$ cat src/core/alu_defines.svh
// register offsets, field positions, flag positions and counts for the alu datapath
`ifndef ALU_DEFINES_SVH
`define ALU_DEFINES_SVH

`define ALU_OFS_CTRL 8'h00
`define ALU_OFS_IMM 8'h04
`define ALU_OFS_FLAGS 8'h08
`define ALU_OFS_MEMB 8'h0C
`define ALU_OFS_STAT 8'h10
`define ALU_GR_PAGE 3'h1

`define ALU_F_OP_LSB 0
`define ALU_F_SIZE_LSB 5
`define ALU_F_DST_LSB 8
`define ALU_F_SRC_LSB 12
`define ALU_F_USE_IMM 16
`define ALU_F_BIT_LSB 17
`define ALU_F_BIT_REG 20
`define ALU_F_MEM 21
`define ALU_F_BY2 22

`define ALU_FLG_N 3
`define ALU_FLG_Z 2
`define ALU_FLG_V 1
`define ALU_FLG_C 0

`define ALU_ST_BUSY 0
`define ALU_ST_DZ 1
`define ALU_ST_BAD 2

`define ALU_TSET_BIT 7
`define ALU_TSET_MASK 8'h80
`define ALU_DIV_LAST_B 5'h07
`define ALU_DIV_LAST_W 5'h0F
`define ALU_RST_WORD 32'h0000_0000
`define ALU_RST_FLAGS 4'h0
`define ALU_RST_BYTE 8'h00

`endif

$ cat src/core/alu_pkg.sv
// types shared by the alu datapath: operations, operand sizes, sequencer states
package alu_pkg;

  typedef enum logic [4:0] {
    signed_divide_op = 5'h00,
    compare_op = 5'h01,
    twos_complement_op = 5'h02,
    zero_extend_op = 5'h03,
    sign_widen_op = 5'h04,
    test_and_set_op = 5'h05,
    and_op = 5'h06,
    or_op = 5'h07,
    xor_op = 5'h08,
    not_op = 5'h09,
    arith_shift_left = 5'h0A,
    arith_shift_right = 5'h0B,
    logic_shift_left = 5'h0C,
    logic_shift_right = 5'h0D,
    rotate_left = 5'h0E,
    rotate_right = 5'h0F,
    rotate_carry_left = 5'h10,
    rotate_carry_right = 5'h11,
    bit_set_op = 5'h12,
    bit_clear_op = 5'h13,
    bit_invert_op = 5'h14,
    bit_test_op = 5'h15,
    carry_and_bit_op = 5'h16,
    carry_and_notbit_op = 5'h17,
    carry_or_bit_op = 5'h18,
    carry_or_notbit_op = 5'h19
  } alu_op_e;

  typedef enum logic [1:0] {
    size_byte = 2'h0,
    size_word = 2'h1,
    size_long = 2'h2
  } alu_size_e;

  typedef enum logic [1:0] {
    st_idle = 2'b01,
    st_div = 2'b10
  } alu_state_e;

endpackage

$ cat src/core/alu_core.sv
// alu datapath with general register file, condition flags and apb register access
//
// Summary of operation
// - signed divide 16/8 and 32/16, quotient plus remainder
// - compare subtracts source from destination, sets flags
// - negate replaces register with zero minus it
// - zero extension fills upper half with zeros
// - sign extension copies low half sign upward
// - test-and-set flags byte minus zero, sets bit 7
// - and, or, xor with register or immediate
// - not writes one's complement back
// - arithmetic shifts by one or two, right shift keeps sign
// - logical shifts by one or two, zero fill
// - rotates by one or two without carry
// - rotates through carry as an extra bit
// - bit set, clear, invert on byte operand
// - bit test loads zero flag with inverted bit
// - carry and/or with selected bit into carry
// - inverted-bit carry ops use immediate bit index
// - size codes byte/word/long; bit ops byte, extend word/long
// - register file: 8-bit, 16-bit and 32-bit overlaid views
`timescale 1ns/1ps
`default_nettype none
`include "alu_defines.svh"

module alu_core (
  input wire logic pclk,
  input wire logic presetn,
  input wire logic psel,
  input wire logic penable,
  input wire logic pwrite,
  input wire logic [7:0] paddr,
  input wire logic [31:0] pwdata,
  output logic [31:0] prdata,
  output logic pready,
  output logic pslverr
);

  // operand views of one 32-bit register: sel picks low byte / upper word
  function automatic logic [31:0] view_get(input logic [31:0] er, input logic sel,
                                           input alu_pkg::alu_size_e sz);
    case (sz)
      alu_pkg::size_byte: view_get = sel ? {24'h0, er[7:0]} : {24'h0, er[15:8]};
      alu_pkg::size_word: view_get = sel ? {16'h0, er[31:16]} : {16'h0, er[15:0]};
      default: view_get = er;
    endcase
  endfunction

  // merge a result into the view it came from, leaving the rest of the register
  function automatic logic [31:0] view_put(input logic [31:0] er, input logic sel,
                                           input alu_pkg::alu_size_e sz, input logic [31:0] v);
    case (sz)
      alu_pkg::size_byte: view_put = sel ? {er[31:8], v[7:0]} : {er[31:16], v[7:0], er[7:0]};
      alu_pkg::size_word: view_put = sel ? {v[15:0], er[15:0]} : {er[31:16], v[15:0]};
      default: view_put = v;
    endcase
  endfunction

  function automatic logic [4:0] top_idx(input alu_pkg::alu_size_e sz);
    case (sz)
      alu_pkg::size_byte: top_idx = 5'h07;
      alu_pkg::size_word: top_idx = 5'h0F;
      default: top_idx = 5'h1F;
    endcase
  endfunction

  function automatic logic [31:0] fit(input logic [31:0] v, input alu_pkg::alu_size_e sz);
    case (sz)
      alu_pkg::size_byte: fit = {24'h0, v[7:0]};
      alu_pkg::size_word: fit = {16'h0, v[15:0]};
      default: fit = v;
    endcase
  endfunction

  // negative and zero flags of a result at its size
  function automatic logic [1:0] nz(input logic [31:0] v, input alu_pkg::alu_size_e sz);
    nz = {v[top_idx(sz)], fit(v, sz) == 32'h0};
  endfunction

  // a - b at size: returns {n, z, v, c, difference}
  function automatic logic [35:0] sub_f(input logic [31:0] a, input logic [31:0] b,
                                       input alu_pkg::alu_size_e sz);
    logic [31:0] d;
    logic [4:0] t;
    d = fit(a - b, sz);
    t = top_idx(sz);
    sub_f = {nz(d, sz), (a[t] ^ b[t]) & (a[t] ^ d[t]), fit(a, sz) < fit(b, sz), d};
  endfunction

  // one shift or rotate step: returns {overflow, carry out, value}
  function automatic logic [33:0] step(input alu_pkg::alu_op_e op, input alu_pkg::alu_size_e sz,
                                       input logic [31:0] v, input logic c);
    logic [4:0] t;
    logic fill;
    logic [31:0] r;
    t = top_idx(sz);
    if (op == alu_pkg::arith_shift_left || op == alu_pkg::logic_shift_left ||
        op == alu_pkg::rotate_left || op == alu_pkg::rotate_carry_left) begin
      fill = (op == alu_pkg::rotate_left) ? v[t] : (op == alu_pkg::rotate_carry_left) & c;
      r = fit({v[30:0], fill}, sz);
      step = {(op == alu_pkg::arith_shift_left) & (v[t] ^ r[t]), v[t], r};
    end else begin
      fill = (op == alu_pkg::arith_shift_right) ? v[t] :
             (op == alu_pkg::rotate_right) ? v[0] :
             (op == alu_pkg::rotate_carry_right) & c;
      r = fit(v, sz) >> 1;
      r[t] = fill;
      step = {1'b0, v[0], r};
    end
  endfunction

  // general registers: eight longwords that also serve the word and byte views
  logic [31:0] gr [8];
  logic [31:0] ctrl;
  logic [31:0] imm;
  logic [3:0] flags;
  logic [7:0] memb;
  logic stat_dz;
  logic stat_bad;
  alu_pkg::alu_state_e state;
  alu_pkg::alu_state_e next_state;

  // divider working state
  logic [31:0] dv_quo;
  logic [16:0] dv_rem;
  logic [15:0] dv_dvs;
  logic [4:0] dv_cnt;
  logic dv_byte;
  logic dv_qneg;
  logic dv_rneg;
  logic [3:0] dv_dst;

  // apb decode; writes stall while a divide is running so the register file has one writer
  wire busy = (state == alu_pkg::st_div);
  wire a_ctrl = paddr == `ALU_OFS_CTRL;
  wire a_imm = paddr == `ALU_OFS_IMM;
  wire a_flags = paddr == `ALU_OFS_FLAGS;
  wire a_memb = paddr == `ALU_OFS_MEMB;
  wire a_stat = paddr == `ALU_OFS_STAT;
  wire a_gr = (paddr[7:5] == `ALU_GR_PAGE) && (paddr[1:0] == 2'h0);
  wire mapped = a_ctrl | a_imm | a_flags | a_memb | a_stat | a_gr;
  wire wr_go = psel & penable & pwrite & pready & mapped;
  wire rd_setup = psel & ~penable & ~pwrite;
  wire exec_go = wr_go & a_ctrl;
  assign pready = ~(busy & pwrite);
  assign pslverr = psel & penable & ~mapped;

  // command fields come straight from the write data of the launching write
  wire alu_pkg::alu_op_e c_op = alu_pkg::alu_op_e'(pwdata[`ALU_F_OP_LSB +: 5]);
  wire alu_pkg::alu_size_e c_sz = alu_pkg::alu_size_e'(pwdata[`ALU_F_SIZE_LSB +: 2]);
  wire [3:0] c_dst = pwdata[`ALU_F_DST_LSB +: 4];
  wire [3:0] c_src = pwdata[`ALU_F_SRC_LSB +: 4];
  wire c_bitop = c_op >= alu_pkg::bit_set_op;
  wire c_invop = (c_op == alu_pkg::carry_and_notbit_op) || (c_op == alu_pkg::carry_or_notbit_op);
  wire alu_pkg::alu_size_e c_eff = c_bitop ? alu_pkg::size_byte : c_sz;

  // operand selection
  wire [31:0] er_dst = gr[c_dst[2:0]];
  wire [31:0] er_src = gr[c_src[2:0]];
  wire [31:0] op_a = view_get(er_dst, c_dst[3], c_eff);
  wire [31:0] op_b = pwdata[`ALU_F_USE_IMM] ? fit(imm, c_eff) :
                     view_get(er_src, c_src[3], c_eff);
  wire [31:0] bit_src_full = view_get(er_src, c_src[3], alu_pkg::size_byte);
  wire [7:0] bit_src = bit_src_full[7:0];
  wire [7:0] bit_opd = pwdata[`ALU_F_MEM] ? memb : op_a[7:0];
  // inverted-bit carry forms always take the immediate index
  wire [2:0] bit_idx = (pwdata[`ALU_F_BIT_REG] & ~c_invop) ? bit_src[2:0] :
                       pwdata[`ALU_F_BIT_LSB +: 3];
  wire [7:0] bit_msk = 8'h01 << bit_idx;
  wire bit_val = bit_opd[bit_idx];
  wire tset_reg_ok = (c_dst[2:0] == 3'h0) || (c_dst[2:0] == 3'h1) ||
                    (c_dst[2:0] == 3'h4) || (c_dst[2:0] == 3'h5);

  // shift and rotate, one or two steps
  wire [33:0] sh1 = step(c_op, c_eff, op_a, flags[`ALU_FLG_C]);
  wire [33:0] sh2 = step(c_op, c_eff, sh1[31:0], sh1[32]);
  wire [33:0] shr = pwdata[`ALU_F_BY2] ? {sh1[33] | sh2[33], sh2[32:0]} : sh1;

  // divider start operands, sign handled apart from the magnitude loop
  wire alu_pkg::alu_size_e dvd_sz = (c_sz == alu_pkg::size_byte) ? alu_pkg::size_word :
                                    alu_pkg::size_long;
  wire [31:0] dvd_raw = view_get(er_dst, c_dst[3], dvd_sz);
  wire [31:0] dvd_s = (c_sz == alu_pkg::size_byte) ? {{16{dvd_raw[15]}}, dvd_raw[15:0]} : dvd_raw;
  wire [31:0] dvd_mag = dvd_s[31] ? 32'h0 - dvd_s : dvd_s;
  wire alu_pkg::alu_size_e dvs_sz = (c_sz == alu_pkg::size_byte) ? alu_pkg::size_byte :
                                    alu_pkg::size_word;
  wire [31:0] dvs_full = view_get(er_src, c_src[3], dvs_sz);
  wire [15:0] dvs_raw = dvs_full[15:0];
  wire dvs_neg = (c_sz == alu_pkg::size_byte) ? dvs_raw[7] : dvs_raw[15];
  wire [15:0] dvs_s = (c_sz == alu_pkg::size_byte) ? {{8{dvs_raw[7]}}, dvs_raw[7:0]} : dvs_raw;
  wire [15:0] dvs_mag = dvs_neg ? 16'h0 - dvs_s : dvs_s;

  // execute: single-cycle operations resolve here; divide only starts
  logic [31:0] ex_res;
  logic [3:0] ex_flags;
  logic [7:0] ex_memb;
  logic ex_wreg;
  logic ex_bad;
  logic ex_dz;
  logic ex_div;
  logic [35:0] sx;
  always_comb begin
    ex_res = op_a;
    ex_flags = flags;
    ex_memb = memb;
    ex_wreg = 1'b0;
    ex_bad = 1'b0;
    ex_dz = 1'b0;
    ex_div = 1'b0;
    sx = 36'h0;
    case (c_op)
      alu_pkg::signed_divide_op: begin
        if (c_sz == alu_pkg::size_long) begin
          ex_bad = 1'b1;
        end else if (dvs_mag == 16'h0) begin
          ex_dz = 1'b1;
          ex_flags[`ALU_FLG_Z] = 1'b1;
        end else begin
          ex_div = 1'b1;
        end
      end
      alu_pkg::compare_op: begin
        sx = sub_f(op_a, op_b, c_eff);
        ex_flags = sx[35:32];
      end
      alu_pkg::twos_complement_op: begin
        sx = sub_f(32'h0, op_a, c_eff);
        ex_flags = sx[35:32];
        ex_res = sx[31:0];
        ex_wreg = 1'b1;
      end
      alu_pkg::zero_extend_op, alu_pkg::sign_widen_op: begin
        if (c_sz == alu_pkg::size_byte) begin
          ex_bad = 1'b1;
        end else begin
          if (c_sz == alu_pkg::size_word) begin
            ex_res = (c_op == alu_pkg::zero_extend_op) ? {24'h0, op_a[7:0]} :
                     {16'h0, {8{op_a[7]}}, op_a[7:0]};
          end else begin
            ex_res = (c_op == alu_pkg::zero_extend_op) ? {16'h0, op_a[15:0]} :
                     {{16{op_a[15]}}, op_a[15:0]};
          end
          ex_flags[`ALU_FLG_N:`ALU_FLG_V] = {nz(ex_res, c_sz), 1'b0};
          ex_wreg = 1'b1;
        end
      end
      alu_pkg::test_and_set_op: begin
        if (!tset_reg_ok) begin
          ex_bad = 1'b1;
        end else begin
          sx = sub_f({24'h0, memb}, 32'h0, alu_pkg::size_byte);
          ex_flags[`ALU_FLG_N:`ALU_FLG_V] = {sx[35:34], 1'b0};
          ex_memb = memb | `ALU_TSET_MASK;
        end
      end
      alu_pkg::and_op, alu_pkg::or_op, alu_pkg::xor_op, alu_pkg::not_op: begin
        ex_res = (c_op == alu_pkg::and_op) ? op_a & op_b :
                 (c_op == alu_pkg::or_op) ? op_a | op_b :
                 (c_op == alu_pkg::xor_op) ? op_a ^ op_b :
                 fit(~op_a, c_eff);
        ex_flags[`ALU_FLG_N:`ALU_FLG_V] = {nz(ex_res, c_eff), 1'b0};
        ex_wreg = 1'b1;
      end
      alu_pkg::bit_set_op, alu_pkg::bit_clear_op, alu_pkg::bit_invert_op: begin
        ex_res = {24'h0, (c_op == alu_pkg::bit_set_op) ? bit_opd | bit_msk :
                         (c_op == alu_pkg::bit_clear_op) ? bit_opd & ~bit_msk :
                         bit_opd ^ bit_msk};
        ex_wreg = ~pwdata[`ALU_F_MEM];
        ex_memb = pwdata[`ALU_F_MEM] ? ex_res[7:0] : memb;
      end
      alu_pkg::bit_test_op: ex_flags[`ALU_FLG_Z] = ~bit_val;
      alu_pkg::carry_and_bit_op: ex_flags[`ALU_FLG_C] = flags[`ALU_FLG_C] & bit_val;
      alu_pkg::carry_and_notbit_op: ex_flags[`ALU_FLG_C] = flags[`ALU_FLG_C] & ~bit_val;
      alu_pkg::carry_or_bit_op: ex_flags[`ALU_FLG_C] = flags[`ALU_FLG_C] | bit_val;
      alu_pkg::carry_or_notbit_op: ex_flags[`ALU_FLG_C] = flags[`ALU_FLG_C] | ~bit_val;
      default: begin
        // shifts and rotates
        ex_res = shr[31:0];
        ex_flags = {nz(shr[31:0], c_eff), shr[33], shr[32]};
        ex_wreg = 1'b1;
      end
    endcase
  end

  // restoring divide step on magnitudes, one quotient bit per clock
  wire [16:0] dv_shift = {dv_rem[15:0], dv_quo[31]};
  wire dv_ge = dv_shift >= {1'b0, dv_dvs};
  wire [16:0] next_rem = dv_ge ? dv_shift - {1'b0, dv_dvs} : dv_shift;
  wire [31:0] next_quo = {dv_quo[30:0], dv_ge};
  wire dv_last = dv_cnt == (dv_byte ? `ALU_DIV_LAST_B : `ALU_DIV_LAST_W);
  wire dv_done = busy & dv_last;
  // quotient overflow is not detected; its result is undefined, as for the cpu
  wire [15:0] q_mag = dv_byte ? {8'h0, next_quo[7:0]} : next_quo[15:0];
  wire [15:0] q_out = dv_qneg ? 16'h0 - q_mag : q_mag;
  wire [15:0] r_out = dv_rneg ? 16'h0 - next_rem[15:0] : next_rem[15:0];
  wire [31:0] dv_wd = dv_byte ? view_put(gr[dv_dst[2:0]], dv_dst[3], alu_pkg::size_word,
                                         {16'h0, r_out[7:0], q_out[7:0]}) :
                      {r_out, q_out};
  wire dv_n = dv_byte ? q_out[7] : q_out[15];

  // one register-file write port shared by divider, execute and the bus
  wire gr_we = dv_done | (exec_go & ex_wreg) | (wr_go & a_gr);
  wire [2:0] gr_wi = dv_done ? dv_dst[2:0] : exec_go ? c_dst[2:0] : paddr[4:2];
  wire [31:0] gr_wd = dv_done ? dv_wd :
                      exec_go ? view_put(er_dst, c_dst[3], c_eff, ex_res) : pwdata;

  assign next_state = ((state == alu_pkg::st_idle) && exec_go && ex_div) ? alu_pkg::st_div :
                      dv_done ? alu_pkg::st_idle : state;

  // read mux, sampled in the setup phase so prdata comes from a flip-flop
  wire [31:0] rd_mux = a_ctrl ? ctrl : a_imm ? imm : a_flags ? {28'h0, flags} :
                       a_memb ? {24'h0, memb} :
                       a_stat ? {29'h0, stat_bad, stat_dz, busy} :
                       a_gr ? gr[paddr[4:2]] : `ALU_RST_WORD;

  always_ff @(posedge pclk or negedge presetn) begin
    if (!presetn) begin
      for (int i = 0; i < 8; i++) gr[i] <= `ALU_RST_WORD;
    end else if (gr_we) begin
      gr[gr_wi] <= gr_wd;
    end
  end

  // software-visible control and status
  always_ff @(posedge pclk or negedge presetn) begin
    if (!presetn) begin
      ctrl <= `ALU_RST_WORD;
      imm <= `ALU_RST_WORD;
      flags <= `ALU_RST_FLAGS;
      memb <= `ALU_RST_BYTE;
      stat_dz <= 1'b0;
      stat_bad <= 1'b0;
      prdata <= `ALU_RST_WORD;
      state <= alu_pkg::st_idle;
    end else begin
      state <= next_state;
      if (rd_setup) prdata <= rd_mux;
      if (wr_go & a_ctrl) ctrl <= pwdata;
      if (wr_go & a_imm) imm <= pwdata;
      if (wr_go & a_memb) memb <= pwdata[7:0];
      else if (exec_go) memb <= ex_memb;
      if (dv_done) flags[`ALU_FLG_N:`ALU_FLG_Z] <= {dv_n, 1'b0};
      else if (exec_go) flags <= ex_flags;
      else if (wr_go & a_flags) flags <= pwdata[3:0];
      if (exec_go) begin
        stat_dz <= ex_dz;
        stat_bad <= ex_bad;
      end
    end
  end

  // divider registers load on launch and step while busy
  always_ff @(posedge pclk or negedge presetn) begin
    if (!presetn) begin
      dv_quo <= `ALU_RST_WORD;
      dv_rem <= 17'h0;
      dv_dvs <= 16'h0;
      dv_cnt <= 5'h0;
      dv_byte <= 1'b0;
      dv_qneg <= 1'b0;
      dv_rneg <= 1'b0;
      dv_dst <= 4'h0;
    end else if (exec_go & ex_div) begin
      // upper dividend half seeds the remainder, so only quotient bits are stepped
      dv_quo <= (c_sz == alu_pkg::size_byte) ? {dvd_mag[7:0], 24'h0} : {dvd_mag[15:0], 16'h0};
      dv_rem <= (c_sz == alu_pkg::size_byte) ? {9'h0, dvd_mag[15:8]} : {1'b0, dvd_mag[31:16]};
      dv_dvs <= dvs_mag;
      dv_cnt <= 5'h0;
      dv_byte <= c_sz == alu_pkg::size_byte;
      dv_qneg <= dvd_s[31] ^ dvs_neg;
      dv_rneg <= dvd_s[31];
      dv_dst <= c_dst;
    end else if (busy) begin
      dv_quo <= next_quo;
      dv_rem <= next_rem;
      dv_cnt <= dv_cnt + 5'h1;
    end
  end

endmodule // alu_core

`default_nettype wire

$ cat config.mk
export PLATFORM = sky130hd
export DESIGN_NAME = alu_core
export DESIGN_NICKNAME = d
export VERILOG_FILES = /design/src/core/alu_pkg.sv /design/src/core/alu_core.sv
export VERILOG_INCLUDE_DIRS = /design/src /design/src/core
export SDC_FILE = /design/constraint.sdc
export NUM_CORES = 2
export LEC_CHECK = 0
export ABC_AREA = 1
export BUFFER_PORTS_ARGS = -buffer_cell sky130_fd_sc_hd__buf_4
export CORE_MARGIN = 8
export CORE_UTILIZATION = 30
export CTS_CLUSTER_SIZE = 14
export DETAILED_ROUTE_END_ITERATION = 10
export PLACE_DENSITY = 0.49
export SETUP_SLACK_MARGIN = 0.02
export SLEW_MARGIN = 20
export SYNTH_ARGS = -nofsm -noshare
export SYNTH_HDL_FRONTEND = slang
export SYNTH_SLANG_ARGS = --single-unit
export TNS_END_PERCENT = 10
$ cat constraint.sdc
create_clock -name pclk -period 3.85 [get_ports pclk]
set_clock_uncertainty 0.05 [all_clocks]
set_input_delay 0.1925 -clock pclk [delete_from_list [all_inputs] [get_ports pclk]]
set_output_delay 0.1925 -clock pclk [all_outputs]
set_load 0.05 [all_outputs]
==> out/results.ini <==
[finish]
final_area_um2=63900
synthToLayoutAreaGrowth_pct=49.3
final_nets=8683
drive_gt1_share_pct=32.7

[synth]
yosys_warnings=0
synth_top_area_share_pct=25.9
syn_area_um2=42800
ys_async_sr_fraction_pct=100
synth_edf_count=0
netlist.top_cell.by_area=dfrtp_1
yosys_most_used_dff=dfrtp_1
ys_top_cells_by_area=dfrtp_1 (26%), nand2_1 (18%), o21ai_0 (6.8%)
ys_seq_area_share_pct=26.0
ys_seq_elements=444
yosysMostFrequentCell=nand2_1
avgSynthCellArea_um2=6.27
syn_nets=7037
synth_common_cells=nand2_1 (2075), inv_1 (637), o21ai_0 (584)
synth_cell_types=77
syn_inst=6832

[placed_design]
dpl.hpwl_mm=223
io_buffers=78
pre_cts_ws_ns=-1.38
place_area_um2=58900
globalplace.congestion=1.07

[die]
die_w_um=394
core-area_um2=142000
io_pins=79
die_h_um=394
initial_utilization_pct=30.2
placementRows=138
fp.dieArea_um2=155000

[power_and_ir_drop]
p_switching_w=0.0137
p_comb_share_pct=59.5
peakVddDrop_mv=0.400
seq_power_share_pct=21.2
clockPowerShare_pct=19.3
leakagePower_nw=31.7
switching_share_pct=44.3
powerDensity_nw_per_um2=484
internal_power_w=0.0172

[sta]
fmax_ghz=0.217
min_period_ns=4.61
rsz0062_at_grt=true
setup_viol=337
slew-limit-headroom_pct=30.5
final.setup.worst_slack_ns=-0.759
tightest_slew_ns=1.03
finalHoldViolations=0
drv_slew=0
post-route-period-util_pct=120

[worst_setup_path]
path_delay_family=compound AO/OA/AOI/OAI gates
critPathLaunchType=register
crit_type=register to register
arrival_ns=5.18
max_stage_delay_ns=0.64
end_kind=register
slowest_stage=o211ai_1
required_ns=4.42
path_buf_inv=3
r2r_slack_ns=-0.76
critPathMaxFanout=4
crit_top_cell=nand2_1

[route]
drc=0
drt_iter0_drc=6710
wire_per_inst_um=27.3
drt_wl_total_mm=284
drtPass1Iterations=8
final_antenna_net_count=0
vias=57564
via_per_inst=5.52

[cts]
cts_buffers=58
cts_buffer_depth=3
clk_pin_slew_ns=0.07
clk_root_buffer_cell=clkbuf_16
cts_tree=done
htreeDepth=2
clock_latency_ns=0.70
cts_num_sinks=444

[outcome]
outcome=complete, but fails checks
violations=negative setup slack

[global_route]
overflow=0
grt_pass1_wl_mm=400
grt_antenna_before_repair=9
grt_max_degree=120
grt_pass1_vias=54978
grt_usage_pct=34.8

[job]
maxCapViolations=0

[worst_hold_path]
holdCritPathClass=input pin to register

==> metrics by stage <==
step | setup TNS [ns] | util (%) | power [W] | hold WS, ns | cells
after floorplan | -0.0848 | - | 0.0135 | -0.153 | 6832
after global placement | -283.95 | 41.6 | 0.0234 | 0.0500 | 10221
after detailed placement | -291.40 | 41.6 | 0.0234 | 0.0484 | 10221
after CTS | -51.33 | 44.3 | 0.0300 | 0.00000772 | 10383
after global routing | -144.78 | 45.1 | 0.0324 | 0.0455 | 10416
final | -85.56 | 45.1 | 0.0309 | 0.0377 | 10426
==> worst paths after layout <==
kind	startpoint	to	cells after the start
max reg2reg	gr[112]	flags[2]	33
min reg2reg	gr[205]	gr[205]	2
max	gr[112]	flags[2]	33
min in group asynchronous	presetn	imm[31]	3
max in group asynchronous	presetn	gr[160]	3
min	psel	prdata[29]	6
==> metal layers <==
metal	share of wire [%]	global-route usage, %	vias up
li1	-	-	26143
met1	39	44.1	27415
met2	42	52.7	3181
met3	10	8.59	823
met4	8.0	22.4	2
met5	0.0011	0	-
==> cells in the final DEF, fill, tap and decap left out, types with 64 or more instances in the layout <==
cell type,count
inv_1,600
o21ai_1,197
a21oi_1,444
ha_1,128
nand2_2,133
o21ai_0,508
o211ai_1,101
buf_4,1836
nand3_2,76
nor2_1,385
nand2_1,1954
nand4_1,64
inv_2,86
nand3_1,438
o22ai_1,95
buf_12,105
dfrtp_1,440
==> cells by family after synthesis <==
logic type	after synthesis	share of synthesized area, %
AND/OR/NAND/NOR	3323	33.4
multiplexers	4	0.0935
buffers and inverters	1105	10.9
XOR/XNOR	70	1.43
flip-flops	444	26.0
AO/OA/AOI/OAI	1726	23.6
adder cells (fa/ha/maj)	160	4.71
==> sequential cells by signal, indices dropped and copies added (netlist names), 5 cells and up <==
signal	cells
dv_dvs	16
memb	8
gr	256
ctrl	32
prdata	32
dv_rem	16
dv_cnt	5
dv_quo	32
imm	32
==> worst register-to-register path: cells and delay by family (launching register included) <==
| kind | cells | cell delay (ns) |
|---|---|---|
| AO/OA/AOI/OAI | 10 | 1.94 |
| adder cells (fa/ha/maj) | 2 | 0.45 |
| buffers and inverters | 3 | 0.28 |
| flip-flops | 1 | 0.39 |
| AND/OR/NAND/NOR | 18 | 1.42 |
==> timing repair <==
item                                    in CTS  in global routing
pin swaps                                  102                125
endpoints found under the setup margin     321                339
hold buffers                                18                  0
gates resized for setup                    363                233
hold endpoints to repair                   500                  0
gates cloned                                 0                  0
setup buffers                               39                 35
==> area by class of cell <==
cell class	count	area [um2]
Timing Repair Buffer	1993	16500
Multi-Input combinational cell	5283	29200
Antenna cell	10	25.0
Clock buffer	75	1630
Inverter	698	2650
Tap cell	1890	2360
Sequential cell	444	11100
Fill cell	14927	77700
Clock inverter	33	418
==> power groups by stage <==
stage	clock network (W)	logic (W)	registers (W)
CTS	0.00603	0.0175	0.00652
floorplan	0	0.00688	0.00660
detailed placement	0	0.0168	0.00658
finish	0.00596	0.0184	0.00657
global route	0.00619	0.0195	0.00668
global placement	0	0.0168	0.00658
No activity file was read; power rests on OpenSTA's default activity.
